===== config.mk =====
export PLATFORM = sky130hd
export DESIGN_NAME = ampmpc_device_flat
export DESIGN_NICKNAME = d
export VERILOG_FILES = /design/src/verilog/ampmpc_pkg.sv /design/src/verilog/ampmpc_link_if.sv /design/src/verilog/ampmpc_device.sv /design/src/flat_wrapper.sv
export SDC_FILE = /design/constraint.sdc
export NUM_CORES = 1
export LEC_CHECK = 0
export ABC_AREA = 1
export BUFFER_PORTS_ARGS = -buffer_cell sky130_fd_sc_hd__buf_2
export CORE_MARGIN = 2
export CORE_UTILIZATION = 50
export CTS_CLUSTER_DIAMETER = 60
export DETAILED_ROUTE_END_ITERATION = 7
export GPL_TIMING_DRIVEN = 0
export PLACE_DENSITY = 0.82
export SLEW_MARGIN = 0
export SYNTH_ARGS = -nofsm -noshare
export SYNTH_HDL_FRONTEND = slang
export SYNTH_SLANG_ARGS = --single-unit
export TNS_END_PERCENT = 30

===== constraint.sdc =====
create_clock -name i_mclk -period 3.35 [get_ports i_mclk]
set_clock_uncertainty 0.15 [all_clocks]
set_input_delay 0.335 -clock i_mclk [delete_from_list [all_inputs] [get_ports i_mclk]]
set_output_delay 0.335 -clock i_mclk [all_outputs]
set_load 0.1 [all_outputs]

===== src/verilog/ampmpc_pkg.sv =====
package ampmpc_pkg;
    // timing
    localparam int CLK_PERIOD_NS = 100;
    localparam int INIT_TIME_NS = 100000;
    localparam int INIT_CYCLES = (INIT_TIME_NS + CLK_PERIOD_NS - 1) / CLK_PERIOD_NS;
    localparam int INIT_CNT_W = $clog2(INIT_CYCLES + 1);
    // device register offsets
    localparam logic [7:0] ADDR_SOFT_RESET = 8'h01;
    localparam logic [7:0] ADDR_MODE = 8'h02;
    localparam logic [7:0] ADDR_SLEEP = 8'h03;
    localparam logic [7:0] ADDR_POWER = 8'h07;
    localparam logic [7:0] ADDR_PDM_CONFIG = 8'h1c;
    localparam logic [7:0] ADDR_PDM_IN_DIV = 8'h1d;
    localparam logic [7:0] ADDR_PDM_OUT_DIV = 8'h1e;
    // device reset values
    localparam logic [3:0] RST_MODE = 4'h1;
    localparam logic [7:0] RST_POWER = 8'h00;
    localparam logic [7:0] RST_PDM_CONFIG = 8'h00;
    localparam logic [7:0] RST_DIV = 8'h08;
    localparam logic [7:0] RST_SLEEP = 8'h00;
    // device field positions
    localparam int SRESET_BIT = 0;
    localparam int SLEEP_BIT = 7;
    localparam int DIV_POWER_BIT = 7;
    localparam int OUT_DIR_BIT = 0;
    localparam int IN_DIR_BIT = 1;
    localparam int PS_MSB = 7;
    localparam int PS_LSB = 6;
    // processing modes
    localparam logic [3:0] MODE_PCM = 4'h1;
    localparam logic [3:0] MODE_PCM_PCMSNS = 4'h2;
    localparam logic [3:0] MODE_PCM_PDMSNS = 4'h3;
    localparam logic [3:0] MODE_PDM = 4'h4;
    localparam logic [3:0] MODE_PDM_PDMSNS = 4'h5;
    // power states
    localparam logic [1:0] PS_DOWN = 2'h0;
    localparam logic [1:0] PS_BOOST = 2'h1;
    localparam logic [1:0] PS_NOBOOST = 2'h2;
    // controller apb map
    localparam logic [7:0] APB_CTRL = 8'h00;
    localparam logic [7:0] APB_XFER = 8'h04;
    localparam logic [7:0] APB_STATUS = 8'h08;
    localparam int CTRL_RELEASE = 0;
    localparam int CTRL_BCLK_SLOW = 1;
    localparam int CTRL_PDM_SLOW = 2;
    localparam int CTRL_ASI_OUT = 3;
    localparam int XFER_WRITE_BIT = 16;
    localparam int ST_BUSY = 8;
    localparam int ST_REFUSED = 9;
    localparam int ST_MCLK = 10;
    localparam int ST_READY = 11;

    // master clock needed for the chosen mode and clocking
    function automatic logic ampmpc_mclk_needed(input logic [3:0] mode, input logic in_master,
            input logic out_master, input logic asi_out, input logic bclk_slow, input logic pdm_slow);
        logic need;
        need = 1'b1;
        if (mode == MODE_PCM || mode == MODE_PCM_PCMSNS) begin
            need = bclk_slow | asi_out;
        end else if (mode == MODE_PCM_PDMSNS) begin
            need = (!asi_out & bclk_slow) | (!out_master & pdm_slow) | (asi_out & out_master);
        end else if (mode == MODE_PDM) begin
            need = in_master | bclk_slow;
        end else if (mode == MODE_PDM_PDMSNS) begin
            need = !((!in_master & !bclk_slow) | (!out_master & !pdm_slow));
        end
        return need;
    endfunction
endpackage


===== src/verilog/ampmpc_link_if.sv =====
`timescale 1ns/1ps
interface ampmpc_link_if;
    logic hw_shutdown_n;
    logic req;
    logic we;
    logic [7:0] addr;
    logic [7:0] wdata;
    logic ack;
    logic [7:0] rdata;
    modport dev (
        input hw_shutdown_n,
        input req,
        input we,
        input addr,
        input wdata,
        output ack,
        output rdata
    );
    modport ctl (
        output hw_shutdown_n,
        output req,
        output we,
        output addr,
        output wdata,
        input ack,
        input rdata
    );
endinterface


===== src/verilog/ampmpc_device.sv =====
// The address map and the APB slave port were left to the implementer.
`timescale 1ns/1ps
module ampmpc_device
    import ampmpc_pkg::*;
(
    input wire logic i_mclk,
    input wire logic i_reset_n,
    input wire logic i_ce,
    ampmpc_link_if.dev link,
    input wire logic i_system_fault,
    input wire logic i_fault_auto_retry,
    input wire logic i_rate_96k,
    input wire logic i_asi_clk_out,
    input wire logic i_bclk_slow,
    input wire logic i_pdm_slow,
    output logic o_hw_shutdown,
    output logic o_init_busy,
    output logic o_analog_power,
    output logic o_boost_en,
    output logic o_sense_power,
    output logic o_sense_pcm_return,
    output logic o_sense_pdm_out,
    output logic o_dout_used,
    output logic o_bclk_is_pdm_clk,
    output logic o_din_is_pdm,
    output logic o_density_clock_pin_used,
    output logic o_pdm_out_clk_drive,
    output logic o_pdm_in_clk_drive,
    output logic o_in_div_power,
    output logic o_out_div_power,
    output logic o_por_monitor_en,
    output logic o_guard_avail,
    output logic o_mode_valid,
    output logic o_mclk_root
);
    // the pin acts as an asynchronous clear of the whole core
    wire core_rst_n = i_reset_n & link.hw_shutdown_n;

    logic [3:0] mode_reg;
    logic [7:0] power_reg;
    logic [7:0] cfg_reg;
    logic [7:0] in_div_reg;
    logic [7:0] out_div_reg;
    logic [7:0] sleep_reg;
    logic [INIT_CNT_W-1:0] init_cnt_reg;
    logic [INIT_CNT_W-1:0] init_cnt_next;
    logic ack_reg;
    logic [7:0] rdata_reg;
    logic [7:0] rdata_next;

    // bus decode
    wire busy = init_cnt_reg != '0;
    wire take = link.req & !ack_reg & !busy;
    wire wr = take & link.we;
    wire wr_sreset = wr && link.addr == ADDR_SOFT_RESET && link.wdata[SRESET_BIT];
    wire wr_mode = wr && link.addr == ADDR_MODE;
    wire wr_sleep = wr && link.addr == ADDR_SLEEP;
    wire wr_power = wr && link.addr == ADDR_POWER;
    wire wr_cfg = wr && link.addr == ADDR_PDM_CONFIG;
    wire wr_in_div = wr && link.addr == ADDR_PDM_IN_DIV;
    wire wr_out_div = wr && link.addr == ADDR_PDM_OUT_DIV;
    wire fault_down = i_system_fault & !i_fault_auto_retry;

    always_comb begin
        rdata_next = 8'h00;
        unique case (link.addr)
            ADDR_MODE: rdata_next = {4'h0, mode_reg};
            ADDR_SLEEP: rdata_next = sleep_reg;
            ADDR_POWER: rdata_next = power_reg;
            ADDR_PDM_CONFIG: rdata_next = cfg_reg;
            ADDR_PDM_IN_DIV: rdata_next = in_div_reg;
            ADDR_PDM_OUT_DIV: rdata_next = out_div_reg;
            default: rdata_next = 8'h00;
        endcase
    end

    assign init_cnt_next = wr_sreset ? INIT_CNT_W'(INIT_CYCLES) :
                           busy ? init_cnt_reg - INIT_CNT_W'(1) : init_cnt_reg;

    // link answer
    always_ff @(posedge i_mclk or negedge core_rst_n) begin
        if (!core_rst_n) begin
            ack_reg <= 1'b0;
            rdata_reg <= 8'h00;
            init_cnt_reg <= '0;
        end else if (i_ce) begin
            ack_reg <= take;
            rdata_reg <= take ? rdata_next : rdata_reg;
            init_cnt_reg <= init_cnt_next;
        end
    end

    // mode, sleep and clocking registers
    always_ff @(posedge i_mclk or negedge core_rst_n) begin
        if (!core_rst_n) begin
            mode_reg <= RST_MODE;
            sleep_reg <= RST_SLEEP;
            cfg_reg <= RST_PDM_CONFIG;
            in_div_reg <= RST_DIV;
            out_div_reg <= RST_DIV;
        end else if (i_ce) begin
            if (wr_sreset) begin
                mode_reg <= RST_MODE;
                sleep_reg <= RST_SLEEP;
                cfg_reg <= RST_PDM_CONFIG;
                in_div_reg <= RST_DIV;
                out_div_reg <= RST_DIV;
            end else begin
                if (wr_mode) begin
                    mode_reg <= link.wdata[3:0];
                end
                if (wr_sleep) begin
                    sleep_reg <= link.wdata;
                end
                if (wr_cfg) begin
                    cfg_reg <= link.wdata;
                end
                if (wr_in_div) begin
                    in_div_reg <= link.wdata;
                end
                if (wr_out_div) begin
                    out_div_reg <= link.wdata;
                end
            end
        end
    end

    // power state; a fault with auto-retry off wins over a host power write, but a soft reset wins over the fault, in the same cycle
    always_ff @(posedge i_mclk or negedge core_rst_n) begin
        if (!core_rst_n) begin
            power_reg <= RST_POWER;
        end else if (i_ce) begin
            if (wr_sreset) begin
                power_reg <= RST_POWER;
            end else if (fault_down) begin
                power_reg <= {PS_DOWN, power_reg[PS_LSB-1:0]};
            end else if (wr_power) begin
                power_reg <= link.wdata;
            end
        end
    end

    // output decode
    wire [1:0] ps = power_reg[PS_MSB:PS_LSB];
    wire powered = (ps == PS_BOOST || ps == PS_NOBOOST) & !busy;
    wire is_pcm = mode_reg == MODE_PCM;
    wire is_pcm_sns = mode_reg == MODE_PCM_PCMSNS;
    wire is_pcm_pdm = mode_reg == MODE_PCM_PDMSNS;
    wire is_pdm = mode_reg == MODE_PDM;
    wire is_pdm_pdm = mode_reg == MODE_PDM_PDMSNS;
    wire valid = is_pcm | is_pcm_sns | is_pcm_pdm | is_pdm | is_pdm_pdm;
    wire sense_mode = is_pcm_sns | is_pcm_pdm | is_pdm_pdm;
    wire pdm_in = is_pdm | is_pdm_pdm;
    wire density_clock_used = is_pcm_pdm | is_pdm_pdm;
    wire guard = valid & !(is_pcm_sns & i_rate_96k);
    wire mclk_need = ampmpc_mclk_needed(mode_reg, cfg_reg[IN_DIR_BIT], cfg_reg[OUT_DIR_BIT],
                                        i_asi_clk_out, i_bclk_slow, i_pdm_slow);

    always_ff @(posedge i_mclk or negedge core_rst_n) begin
        if (!core_rst_n) begin
            o_hw_shutdown <= 1'b1;
            o_init_busy <= 1'b0;
            o_analog_power <= 1'b0;
            o_boost_en <= 1'b0;
            o_sense_power <= 1'b0;
            o_sense_pcm_return <= 1'b0;
            o_sense_pdm_out <= 1'b0;
            o_dout_used <= 1'b0;
            o_bclk_is_pdm_clk <= 1'b0;
            o_din_is_pdm <= 1'b0;
            o_density_clock_pin_used <= 1'b0;
            o_pdm_out_clk_drive <= 1'b0;
            o_pdm_in_clk_drive <= 1'b0;
            o_in_div_power <= 1'b0;
            o_out_div_power <= 1'b0;
            o_por_monitor_en <= 1'b1;
            o_guard_avail <= 1'b0;
            o_mode_valid <= 1'b0;
            o_mclk_root <= 1'b0;
        end else if (i_ce) begin
            o_hw_shutdown <= 1'b0;
            o_init_busy <= busy;
            o_analog_power <= powered;
            o_boost_en <= powered & (ps == PS_BOOST);
            o_sense_power <= powered & sense_mode;
            o_sense_pcm_return <= is_pcm_sns;
            o_sense_pdm_out <= is_pcm_pdm | is_pdm_pdm;
            o_dout_used <= sense_mode;
            o_bclk_is_pdm_clk <= pdm_in;
            o_din_is_pdm <= pdm_in;
            o_density_clock_pin_used <= density_clock_used;
            o_pdm_out_clk_drive <= density_clock_used & cfg_reg[OUT_DIR_BIT];
            o_pdm_in_clk_drive <= pdm_in & cfg_reg[IN_DIR_BIT];
            o_in_div_power <= in_div_reg[DIV_POWER_BIT];
            o_out_div_power <= out_div_reg[DIV_POWER_BIT];
            o_por_monitor_en <= !sleep_reg[SLEEP_BIT];
            o_guard_avail <= guard;
            o_mode_valid <= valid;
            o_mclk_root <= mclk_need;
        end
    end

    assign link.ack = ack_reg;
    assign link.rdata = rdata_reg;
endmodule


===== src/flat_wrapper.sv =====
// flat-port wrapper written by rule: the top's interface ports become plain ports
module ampmpc_device_flat import ampmpc_pkg::*;
  (i_mclk, i_reset_n, i_ce, i_system_fault, i_fault_auto_retry, i_rate_96k, i_asi_clk_out, i_bclk_slow, i_pdm_slow, o_hw_shutdown, o_init_busy, o_analog_power, o_boost_en, o_sense_power, o_sense_pcm_return, o_sense_pdm_out, o_dout_used, o_bclk_is_pdm_clk, o_din_is_pdm, o_density_clock_pin_used, o_pdm_out_clk_drive, o_pdm_in_clk_drive, o_in_div_power, o_out_div_power, o_por_monitor_en, o_guard_avail, o_mode_valid, o_mclk_root, link_hw_shutdown_n, link_req, link_we, link_addr, link_wdata, link_ack, link_rdata);
  ampmpc_link_if link_i ();
  input wire logic i_mclk;
  input wire logic i_reset_n;
  input wire logic i_ce;
  input wire logic i_system_fault;
  input wire logic i_fault_auto_retry;
  input wire logic i_rate_96k;
  input wire logic i_asi_clk_out;
  input wire logic i_bclk_slow;
  input wire logic i_pdm_slow;
  output logic o_hw_shutdown;
  output logic o_init_busy;
  output logic o_analog_power;
  output logic o_boost_en;
  output logic o_sense_power;
  output logic o_sense_pcm_return;
  output logic o_sense_pdm_out;
  output logic o_dout_used;
  output logic o_bclk_is_pdm_clk;
  output logic o_din_is_pdm;
  output logic o_density_clock_pin_used;
  output logic o_pdm_out_clk_drive;
  output logic o_pdm_in_clk_drive;
  output logic o_in_div_power;
  output logic o_out_div_power;
  output logic o_por_monitor_en;
  output logic o_guard_avail;
  output logic o_mode_valid;
  output logic o_mclk_root;
  input wire logic [$bits(link_i.hw_shutdown_n)-1:0] link_hw_shutdown_n;
  input wire logic [$bits(link_i.req)-1:0] link_req;
  input wire logic [$bits(link_i.we)-1:0] link_we;
  input wire logic [$bits(link_i.addr)-1:0] link_addr;
  input wire logic [$bits(link_i.wdata)-1:0] link_wdata;
  output wire logic [$bits(link_i.ack)-1:0] link_ack;
  output wire logic [$bits(link_i.rdata)-1:0] link_rdata;
  assign link_i.hw_shutdown_n = link_hw_shutdown_n;
  assign link_i.req = link_req;
  assign link_i.we = link_we;
  assign link_i.addr = link_addr;
  assign link_i.wdata = link_wdata;
  assign link_ack = link_i.ack;
  assign link_rdata = link_i.rdata;
  ampmpc_device u_core (.i_mclk(i_mclk), .i_reset_n(i_reset_n), .i_ce(i_ce), .link(link_i), .i_system_fault(i_system_fault), .i_fault_auto_retry(i_fault_auto_retry), .i_rate_96k(i_rate_96k), .i_asi_clk_out(i_asi_clk_out), .i_bclk_slow(i_bclk_slow), .i_pdm_slow(i_pdm_slow), .o_hw_shutdown(o_hw_shutdown), .o_init_busy(o_init_busy), .o_analog_power(o_analog_power), .o_boost_en(o_boost_en), .o_sense_power(o_sense_power), .o_sense_pcm_return(o_sense_pcm_return), .o_sense_pdm_out(o_sense_pdm_out), .o_dout_used(o_dout_used), .o_bclk_is_pdm_clk(o_bclk_is_pdm_clk), .o_din_is_pdm(o_din_is_pdm), .o_density_clock_pin_used(o_density_clock_pin_used), .o_pdm_out_clk_drive(o_pdm_out_clk_drive), .o_pdm_in_clk_drive(o_pdm_in_clk_drive), .o_in_div_power(o_in_div_power), .o_out_div_power(o_out_div_power), .o_por_monitor_en(o_por_monitor_en), .o_guard_avail(o_guard_avail), .o_mode_valid(o_mode_valid), .o_mclk_root(o_mclk_root));
endmodule

[Word level (Yosys, flattened, before mapping)]
Index checks and enable logic that the tools add are counted.
Operators by class
  reductions and logical operators: 39
  bitwise gates (word level): 30
  equal/unequal tests: 15
  $add $sub $neg: 1
  multiplexer cells: 20
Operators with widths (count)
  2-to-1 mux 8 bit: 11
  one-hot mux 8 bit (6 select lines): 1
  == test 8 x 5 -> 1 bit, second input constant: 3
  2-to-1 mux 10 bit: 2
  AND 1 bit: 17
  == test 8 x 2 -> 1 bit, second input constant: 2
  AND reduction 2 bit: 8
  nonzero test 2 bit: 7
  OR 1 bit: 13
  logical NOT 1 bit: 11
  nonzero test 10 bit: 1
  subtractor 10 x 1 -> 10 bit, second input constant: 1
  == test 4 x 2 -> 1 bit, second input constant: 2
  == test 4 x 3 -> 1 bit, second input constant: 2
  == test 8 x 1 -> 1 bit, second input constant: 1
  == test 8 x 3 -> 1 bit, second input constant: 1
  logical AND 1 bit: 8
  2-to-1 mux 4 bit: 2
  == test 4 x 1 -> 1 bit, second input constant: 1
  2-to-1 mux 1 bit: 4
  AND reduction 3 bit: 1
  nonzero test 3 bit: 1
  == test 2 x 1 -> 1 bit, second input constant: 1
  == test 2 bit, second input constant: 1
  other kinds (2): 3
Storage, ports and cells
  bits in registers: 80
  output and inout bits: 28
  word-level logic and storage cells: 132
  input bits: 28

[Longest topological paths before layout]
Gate-level depths: netlist of run 1.
  word-level depth: 8
  mapped depth: 13
  gate-level depth less buffers: 13

[Least setup slack after synthesis of run 1]
OpenSTA, ideal clock, no wires.
  kind: register -> register
  start point: reg u_core.ack_reg (netlist: u_core.link.ack)
  end point: reg u_core.cfg_reg[0]
  data arrival time: 1.833 ns
  path slack: 1.245 ns
  path buffers: 1
  cell stages (with the launch flop): 8
  data required time: 3.078 ns
  setup time: 0.122 ns
  cell sequence: dfrtp_1 inv_1 nand2_1 nor3_4 nand4_1 buf_2 nand2_2 o21ai_1
Between the ends
  cells in the longest elaborated chain, start to end: 8
  elaborated cells on any way between the ends: 10
RTL lines
  start, declared: RTL line ampmpc_device.sv:47  | logic ack_reg;
  start signal, assigned: RTL line ampmpc_device.sv:87  | ack_reg <= take;
  logical NOT 1 bit *: RTL line ampmpc_device.sv:53  | wire take = link.req & !ack_reg & !busy;
  AND 1 bit * (2 in series): RTL line ampmpc_device.sv:53
  AND 1 bit *: RTL line ampmpc_device.sv:54  | wire wr = take & link.we;
  logical AND 1 bit (2 in series): RTL line ampmpc_device.sv:55  | wire wr_sreset = wr && link.addr == ADDR_SOFT_RESET && link.wdata[SRESET_BIT];
  nonzero test 2 bit (no line)
  AND reduction 2 bit (no line)
  end signal, assigned: RTL line ampmpc_device.sv:116  | cfg_reg <= link.wdata;
  end, declared: RTL line ampmpc_device.sv:41  | logic [7:0] cfg_reg;
Mark *: on every way between the ends. The rest lies on a longest branch, timed or not.
A chain may end at the register's enable or synchronous reset.

[Final worst setup path of run 1]
  start point: reg u_core.init_cnt_reg[0]
  end point: reg u_core.in_div_reg[4]
Between the ends
  cells in the longest elaborated chain, start to end: 8
  elaborated cells on any way between the ends: 10
RTL lines
  start, declared: RTL line ampmpc_device.sv:45  | logic [INIT_CNT_W-1:0] init_cnt_reg;
  start signal, assigned: RTL line ampmpc_device.sv:89  | init_cnt_reg <= init_cnt_next;
  nonzero test 10 bit *: RTL line ampmpc_device.sv:52  | wire busy = init_cnt_reg != '0;
  logical NOT 1 bit *: RTL line ampmpc_device.sv:53
  AND 1 bit *: RTL line ampmpc_device.sv:53
  AND 1 bit *: RTL line ampmpc_device.sv:54
  logical AND 1 bit (2 in series): RTL line ampmpc_device.sv:55
  nonzero test 2 bit (no line)
  AND reduction 2 bit (no line)
  end signal, assigned: RTL line ampmpc_device.sv:119  | in_div_reg <= link.wdata;
  end, declared: RTL line ampmpc_device.sv:42  | logic [7:0] in_div_reg;
Marks and branches as above.

==> results_dict.tcl, run 1 <==
set metrics [dict create \
    path_max_fanout 8 \
    nets 650 \
    n_antenna_cell 0 \
    rsz0062_at_grt "no" \
    cp-end-kind "flop" \
    largest_register_ffs 10 \
    antenna_found_initial 0 \
    ys_top_cells_by_area "dfrtp_1 46%, nand2_1 21%, inv_1 5.3%, nand3_1 4.8%, nor2_1 3.6%" \
    cts_buffers 9 \
    clk_pin_slew_ps 70 \
    die_h_um 94.43 \
    gp_congestion 0.9359 \
    track_usage_pct 25.47 \
    min_period_over_period_pct 72.38 \
    fp-row-count 32 \
    tightest_slew_ps 721.1 \
    clockBufferDepth 2 \
    drcViolationCount 0 \
    vias 3894 \
    ios 56 \
    synth_top_cell_by_area "dfrtp_1" \
    fmax_ghz 0.4124 \
    setup.worst_path.start_class "flop" \
    die_x_um 94.43 \
    syn_nets 582 \
    setup_viol 0 \
    wire_per_inst_um 14.38 \
    synth_seq_area_share_pct 49.11 \
    clock-sinks 80 \
    drive_gt1_share_pct 16.03 \
    stdcell_count 726 \
    tns_ps 0 \
    initial_core_util_pct 52.37 \
    core_um2 7807 \
    final_area_um2 4766 \
    viasPerCell 5.364 \
    ys_warn_count 0 \
    worstSetupPathType "flop to flop" \
    hold_path_class "primary input to flop" \
    p_per_area_nw_per_um2 488.1 \
    ant_nets 0 \
    slew_viol_final 0 \
    wirelength_mm 10.44 \
    vdd_ir_drop_max_mv 0.2198 \
    grt_pass1_vias 3759 \
    ys_seq_elements 80 \
    cts_root_buf "clkbuf_8" \
    grt_max_degree 62 \
    slew_headroom_pct 51.50 \
    numPortBuffers 54 \
    hold_depth 3 \
    cts_tree "built" \
    area_growth_pct 16.55 \
    worstPathRequired_ps 3450 \
    worst_r2r_path_depth 13 \
    die_area_um2 8917 \
    total_power_mw 2.326 \
    p_leak_nw 2.689 \
    final_util_pct 61.04 \
    r2r-end "u_core.in_div_reg[4]" \
    synth_area_um2 4089 \
    drt-pass1-iter-count 5 \
    clk_latency_ps 360 \
    first_iter_violations 278 \
    synth_cell_types 33 \
    grt_pass1_wl_mm 17.44 \
    placed_cells 708 \
    place_area_um2 4517 \
    r2r_slack_ps 930 \
    cp.arrival_ps 2520 \
    maxCapViolCount 0 \
    dpl.hpwl_mm 7.551 \
    grt_remaining_overflow 0 \
    fin_crit_ps 2425 \
    ctsResizeCount 0 \
    min-delay-start "link_wdata[0]" \
    hold_end "u_core.mode_reg[0]" \
    hold_violations 0 \
    yosysTopAreaCellShare_pct 45.90 \
    cts_max_level 3 \
    status "finished clean" \
    postSynthCellCount 551 \
    avgSynthCellArea_um2 7.421 \
    rr_startpoint "u_core.init_cnt_reg[0]" \
]
[metrics by stage]
step | hold WS [ps] | setup WS (ps)
detailed placement | 203.2 | 1033
CTS | 98.42 | 998.0
floorplan | 277.8 | 782.4
finish | 116.8 | 925.4
global route | 143.0 | 749.8
global placement | 276.4 | -83.85
[cell usage in the layout (no fill, tap or decap), drive strengths merged, types with 5 or more instances in the layout]
master	count
buf	60
clkbuf	16
dfrtp	75
dfstp	5
inv	62
nand2	235
nand3	41
nand4	10
nor2	48
nor3	7
o21ai	35
[area by class of cell]
class,count,area [um^2]
clock buffers,13,138.9
well taps,102,127.6
inverters,62,235.2
flip-flops and latches,80,2008
plain buffers,8,40.04
clock inverters,3,90.09
fillers,702,3042
repair buffers,57,317.8
multi-input cells,401,1808
[layer usage]
layer | up-vias | wire (um) | GRT usage [%]
met4 | 0 | 362 | 13.16
met5 | - | 0 | 0
li1 | 1861 | - | -
met1 | 1811 | 4622 | 33.37
met2 | 192 | 4789 | 41.43
met3 | 30 | 668 | 3.512
[worst max-delay path by stage]
stage	start	slack, ps	cells past startpoint	endpoint
after floorplan	i_reset_n	780	2	u_core.cfg_reg[0]
after global placement	i_reset_n	-80	3	u_core.o_out_div_power
after detailed placement	u_core.init_cnt_reg[0]	1030	13	u_core.in_div_reg[6]
after CTS	u_core.init_cnt_reg[0]	1000	13	u_core.in_div_reg[4]
after global routing	u_core.init_cnt_reg[0]	750	13	u_core.sleep_reg[3]
final	u_core.init_cnt_reg[0]	930	13	u_core.in_div_reg[4]
[cell usage after synthesis]
| library cell | instances |
|---|---|
| o21ai_1 | 9 |
| buf_4 | 2 |
| nand3b_1 | 3 |
| buf_1 | 1 |
| o31ai_1 | 2 |
| nor3_2 | 1 |
| xor2_1 | 3 |
| o22ai_1 | 2 |
| nor3_1 | 4 |
| ha_1 | 3 |
| dfstp_2 | 5 |
| nand4_1 | 10 |
| a21boi_0 | 2 |
| dfrtp_1 | 75 |
| xnor2_1 | 1 |
| nor4_1 | 2 |
| buf_2 | 2 |
| nand3_2 | 2 |
| nor3_4 | 2 |
| nand3_1 | 39 |
| a21oi_1 | 3 |
| a31oi_1 | 1 |
| nor2_4 | 2 |
| and2_1 | 1 |
| nor2_2 | 7 |
| inv_1 | 58 |
| nand2_1 | 232 |
| nand2_2 | 3 |
| o21ai_0 | 26 |
| or2_2 | 2 |
| inv_2 | 4 |
| clkbuf_1 | 3 |
| nor2_1 | 39 |
[critical path, stage by stage, from the launching register on]
cell,delay (ps)
dfrtp_1,360
inv_1,130
ha_1,220
inv_1,60
nor2_1,90
nand2_1,120
nor2_2,200
nand3_2,240
nor2_4,240
nand2_1,120
nand2_1,120
inv_1,140
nand2_1,90
nand2_1,50
[power breakdown]
group          internal [mW]  leakage, nW  switching [mW]
clock                  0.497        0.112           0.339
sequential              1.03         1.03          0.0611
combinational          0.121         1.55           0.280
total                   1.65         2.69           0.680
[cell families after synthesis]
family | Yosys count | synth area share [%]
compound gates | 45 | 5.844
xor+xnor | 4 | 0.8569
simple gates | 349 | 36.60
fa+ha+maj | 3 | 0.9181
flops | 80 | 49.11
buf+inv | 70 | 6.670
[repair_timing]
item	in CTS	in global routing
hold buffers	2	0
buffers inserted	0	0
endpoints found under the hold margin	18	0
endpoints found under the setup margin	0	0
Note: power is estimated with default switching activity, not from simulation.
==> run 2, diff against run 1 <==
--- a/config.mk
+++ b/config.mk
@@ -12,7 +12,7 @@
 export CTS_CLUSTER_DIAMETER = 60
 export DETAILED_ROUTE_END_ITERATION = 7
 export GPL_TIMING_DRIVEN = 0
-export PLACE_DENSITY = 0.82
+export PLACE_DENSITY = 0.85
 export SLEW_MARGIN = 0
 export SYNTH_ARGS = -nofsm -noshare
 export SYNTH_HDL_FRONTEND = slang
==> constraint.sdc (replaced) <==
create_clock -name i_mclk -period 2 [get_ports i_mclk]
set_clock_uncertainty 0.15 [all_clocks]
set_input_delay 0.2 -clock i_mclk [delete_from_list [all_inputs] [get_ports i_mclk]]
set_output_delay 0.2 -clock i_mclk [all_outputs]
set_load 0.1 [all_outputs]
==> results_dict.tcl, run 2 (synthesized netlist as in run 1, its figures left out) <==
set metrics [dict create \
    tightest_slew_ps 697.9 \
    whs_ps 10.69 \
    final_util_pct 63.91 \
    worstSetupPathType "flop to flop" \
    cp_slowest_stage_delay_ps 390 \
    path_cells "inv_2 > ha_4 > inv_2 > nor2_4 > nand2_4 > nor3_4 > nand4_1 > buf_6 > nand2_4 > o21ai_1" \
    clk_latency_ps 370 \
    die_x_um 94.43 \
    initial_core_util_pct 52.37 \
    tns_ps -5747 \
    viasPerCell 5.459 \
    cp-endpoint "u_core.cfg_reg[1]" \
    min_period_over_period_pct 108.2 \
    p_per_area_nw_per_um2 748.5 \
    r2r_slack_ps -160 \
    wire_per_inst_um 14.62 \
    antenna_found_initial 0 \
    crit_slowest_cell "dfrtp_1" \
    grt_pass1_wl_mm 17.42 \
    vdd_ir_drop_max_mv 0.3546 \
    p_leak_nw 2.745 \
    slew_headroom_pct 53.05 \
    fmax_ghz 0.4623 \
    status "complete, but fails checks" \
    vias 4034 \
    slew_viol_final 0 \
    worst_r2r_path_depth 10 \
    cts_tree "built" \
    area_growth_pct 22.03 \
    stdcell_count 739 \
    hold_path_class "primary input to flop" \
    rr_startpoint "u_core.init_cnt_reg[0]" \
    clk_pin_slew_ps 80 \
    numPortBuffers 54 \
    die_area_um2 8917 \
    drive_gt1_share_pct 22.92 \
    grt_max_degree 44 \
    worstPathRequired_ps 2090 \
    violations "setup timing" \
    r2r-end "u_core.cfg_reg[1]" \
    track_usage_pct 25.44 \
    grt_pass1_vias 3766 \
    gp_congestion 0.9450 \
    nets 663 \
    total_power_mw 3.735 \
    dp_slack_ps -373.8 \
    ant_nets 0 \
    maxCapViolCount 0 \
    cts_buffers 9 \
    hold_violations 0 \
    fin_crit_ps 2163 \
    core_um2 7807 \
    setup.worst_path.start_class "flop" \
    clock-sinks 80 \
    rsz0062_at_grt "yes" \
    first_iter_violations 366 \
    grt_remaining_overflow 0 \
    setup_ws_ps -163.0 \
    fillerInstances 637 \
    wirelength_mm 10.80 \
    placed_cells 709 \
    ios 56 \
    n_antenna_cell 0 \
    setup_viol 48 \
    drt-pass1-iter-count 6 \
    drcViolationCount 0 \
    cp.arrival_ps 2250 \
    fp-row-count 32 \
    timing.critical_path.from "u_core.init_cnt_reg[0]" \
    largest_register_ffs 10 \
    place_area_um2 4531 \
    final_area_um2 4990 \
    dpl.hpwl_mm 7.557 \
    cts_root_buf "clkbuf_8" \
    final_cell_mix "213 x nand2_1, 75 x dfrtp_1, 56 x buf_2, 51 x inv_1, 37 x nor2_1" \
    cp-end-kind "flop" \
    cts_max_level 3 \
    die_h_um 94.43 \
    path_max_fanout 8 \
    final_common_cell "nand2_1" \
    clockBufferDepth 2 \
]
run 2: how the worst min path moves through the flow:
stage / start / to / slack [ps] / cells after the start
global route: i_rate_96k / u_core.o_guard_avail / 60 / 4
CTS: i_rate_96k / u_core.o_guard_avail / 10 / 4
floorplan: link_wdata[0] / u_core.mode_reg[0] / 150 / 2
global placement: u_core.o_hw_shutdown / u_core.o_hw_shutdown / 280 / 2
finish: i_rate_96k / u_core.o_guard_avail / 10 / 4
detailed placement: link_hw_shutdown_n / u_core.cfg_reg[3] / 170 / 4
run 2: what timing repair did:
| action | 4_1_cts | 5_1_grt |
|---|---|---|
| endpoints found under the setup margin | 55 | 55 |
| pin swaps | 11 | 9 |
| cloned | 1 | 0 |
| hold endpoints to repair | 40 | 0 |
| buffers inserted | 7 | 3 |
| hold buffers | 3 | 0 |
| gates resized for setup | 43 | 16 |
run 2: metal layers:
metal | global-route usage [%] | part of all wire [%]
met1 | 34.32 | 42
met2 | 41.31 | 48
met3 | 3.591 | 8.4
met4 | 10.87 | 2.1
met5 | 0 | 0
run 2: layout make-up:
cell class	count	area (um^2)	share of cell area (%)
timing repair buffer	70	424.2	8.500
clock buffer	12	145.1	2.909
sequential	80	2008	40.25
tap	102	127.6	2.558
buffer	8	56.30	1.128
multi-input combinational	401	1951	39.09
clock inverter	4	28.78	0.5767
inverter	62	249.0	4.990
run 2: worst max-delay path, delay by kind of cell (launching register included):
family / cells / cell delay, ps
and+or+nand+nor: 5 / 870
DFF: 1 / 390
buffers and inverters: 3 / 390
adders and majority gates: 1 / 140
AOI/OAI and AO/OA: 1 / 100
run 2: power breakdown:
part | leakage [nW] | switching (mW) | internal [mW]
Combinational | 1.63 | 0.527 | 0.279
Sequential | 1.03 | 0.115 | 1.72
Clock | 0.0830 | 0.603 | 0.488
==> run 3, diff against run 2 <==
--- a/config.mk
+++ b/config.mk
@@ -6,13 +6,13 @@
 export NUM_CORES = 1
 export LEC_CHECK = 0
 export ABC_AREA = 1
-export BUFFER_PORTS_ARGS = -buffer_cell sky130_fd_sc_hd__buf_2
 export CORE_MARGIN = 2
 export CORE_UTILIZATION = 50
 export CTS_CLUSTER_DIAMETER = 60
 export DETAILED_ROUTE_END_ITERATION = 7
+export DONT_BUFFER_PORTS = 1
 export GPL_TIMING_DRIVEN = 0
-export PLACE_DENSITY = 0.85
+export PLACE_DENSITY = 0.79
 export SLEW_MARGIN = 0
 export SYNTH_ARGS = -nofsm -noshare
 export SYNTH_HDL_FRONTEND = slang
==> results_dict.tcl, run 3 (synthesized netlist as in run 1, its figures left out) <==
set metrics [dict create \
    status "complete, but fails checks" \
    violations "setup timing" \
    largest_register_ffs 10 \
    grt_max_degree 44 \
    p_int_mw 2.594 \
    die_h_um 94.43 \
    vias 3855 \
    crit_slowest_cell "dfrtp_1" \
    slew_headroom_pct 38.42 \
    cp_slowest_stage_delay_ps 390 \
    p_leak_nw 2.568 \
    multiInputGateArea_um2 2082 \
    viasPerCell 5.539 \
    grt_pass1_wl_mm 17.94 \
    cp.arrival_ps 2170 \
    wire_per_inst_um 16.03 \
    initial_core_util_pct 52.37 \
    fp-row-count 32 \
    n_antenna_cell 0 \
    slew_viol_final 0 \
    setup.worst_path.start_class "flop" \
    drive_gt1_share_pct 18.69 \
    worstSetupPathType "flop to flop" \
    final_common_cell "nand2_1" \
    area_growth_pct 22.58 \
    die_area_um2 8917 \
    critical_path.top_delay_family "simple AND/OR/NAND/NOR gates" \
    ios 56 \
    nets 620 \
    setup_viol 41 \
    whs_ps 16.72 \
    cts_root_buf "clkbuf_8" \
    drcViolationCount 0 \
    p_switching_mw 1.254 \
    min_period_over_period_pct 102.9 \
    final_cell_mix "200 x nand2_1, 72 x dfrtp_1, 50 x inv_1, 37 x nor2_1, 34 x nand3_1" \
    dpl.hpwl_mm 7.511 \
    grt_pass1_vias 3779 \
    ant_nets 0 \
    path_max_fanout 7 \
    clk_latency_ps 360 \
    vdd_ir_drop_max_mv 0.3362 \
    clk_pin_slew_ps 90 \
    fmax_ghz 0.4859 \
    total_power_mw 3.848 \
    p_comb_share_pct 17.5 \
    cp-end-kind "flop" \
    setup_ws_ps -57.85 \
    rsz0062_at_grt "yes" \
    hold_violations 0 \
    fin_crit_ps 2058 \
    drt-pass1-iter-count 6 \
    cts_buffers 9 \
    track_usage_pct 26.32 \
    die_x_um 94.43 \
    p_sw_share_pct 32.58 \
    path_cells "inv_2 > ha_4 > inv_2 > nor2_4 > nand2_4 > nor2_4 > nand3_4 > nor2_4 > nand2_1 > nand2_4 > inv_8 > nand2_2 > nand2_1" \
    antenna_found_initial 0 \
    clockBufferDepth 2 \
    clock-sinks 80 \
    cts_tree "built" \
    grt_remaining_overflow 0 \
    maxCapViolCount 0 \
    first_iter_violations 341 \
    gp_congestion 0.8767 \
    p_per_area_nw_per_um2 767.7 \
    numPortBuffers 0 \
    wirelength_mm 11.15 \
    worstPathRequired_ps 2110 \
    core_um2 7807 \
    pwr-share-clk_pct 31.9 \
    fillerInstances 654 \
    cts_max_level 3 \
    tightest_slew_ps 923.6 \
    hold_path_class "primary input to flop" \
    sequentialPowerShare_pct 50.6 \
    path_common_cell "nor2_4" \
    cp_num_buf_inv 3 \
    register_area_um2 2014 \
]
==> run 3: cell types whose count changed in the layout (fill, tap and decap cells not counted), sizes merged <==
cell,before,now
buf,72,16
clkinv,1,0
bufinv,0,1
dlygate4sd3,3,16
==> run 3: layout make-up <==
type,count,area share (%)
well taps,102,2.546
plain buffers,8,1.123
multi-input cells,401,41.54
clock buffers,12,2.896
flip-flops and latches,80,40.19
inverters,62,5.267
repair buffers,27,5.367
clock inverters,4,1.073
==> run 3: tightest hold or removal path, cell delays in order <==
cell and delay [ps]:
nand2_1 40, inv_1 110, nand2_1 100, nand2_1 50
==> run 3: per-layer routing <==
| metal | up-vias | GRT usage, % | wire length (um) |
|---|---|---|---|
| met3 | 25 | 5.028 | 1076 |
| met1 | 1807 | 34.64 | 4509 |
| met2 | 210 | 42.86 | 5287 |
| met4 | 0 | 10.87 | 280 |
| met5 | - | 0 | 0 |
| li1 | 1813 | - | - |
==> run 3: timing repair <==
| action | in CTS | in global routing |
|---|---|---|
| endpoints found under the setup margin | 63 | 56 |
| hold buffers | 16 | 0 |
| hold endpoints to repair | 83 | 0 |
| cloned | 1 | 0 |
| gates resized for setup | 46 | 55 |
| pin swaps | 9 | 16 |
| setup buffers | 5 | 3 |
==> run 3: power groups by stage <==
stage | Sequential, mW | Combinational, mW | Clock (mW)
2_1_floorplan | 1.94 | 0.405 | 0
3_3_place_gp | 1.95 | 0.477 | 0
3_5_place_dp | 1.96 | 0.510 | 0
4_1_cts | 1.93 | 0.597 | 1.23
5_1_grt | 1.96 | 0.755 | 1.31
6_report | 1.95 | 0.675 | 1.23
==> run 3: final timing paths <==
kind                                        start                       to  slack [ps]  cells after the start
max in group asynchronous      link_hw_shutdown_n  u_core.o_por_monitor_en         360                      6
max                        u_core.init_cnt_reg[1]     u_core.in_div_reg[7]         -60                     13
min reg2reg                  u_core.in_div_reg[1]     u_core.in_div_reg[1]         330                      2
min                                 link_wdata[5]      u_core.sleep_reg[5]          20                      4
max reg2reg                u_core.init_cnt_reg[1]     u_core.in_div_reg[7]         -60                     13
min in group asynchronous               i_reset_n        u_core.cfg_reg[4]         250                      4
==> run 3: through the flow <==
stage	setup slack [ps]	utilization [%]	setup TNS (ps)	area (um^2)	instances
finish	-57.85	64.20	-1296	5012	696
global route	-139.4	64.20	-5327	5012	696
CTS	-60.48	61.51	-793.7	4802	693
detailed placement	-423.7	54.57	-21330	4260	655
global placement	-404.3	54.05	-19910	4220	653
floorplan	-105.0	-	-3110	4093	551
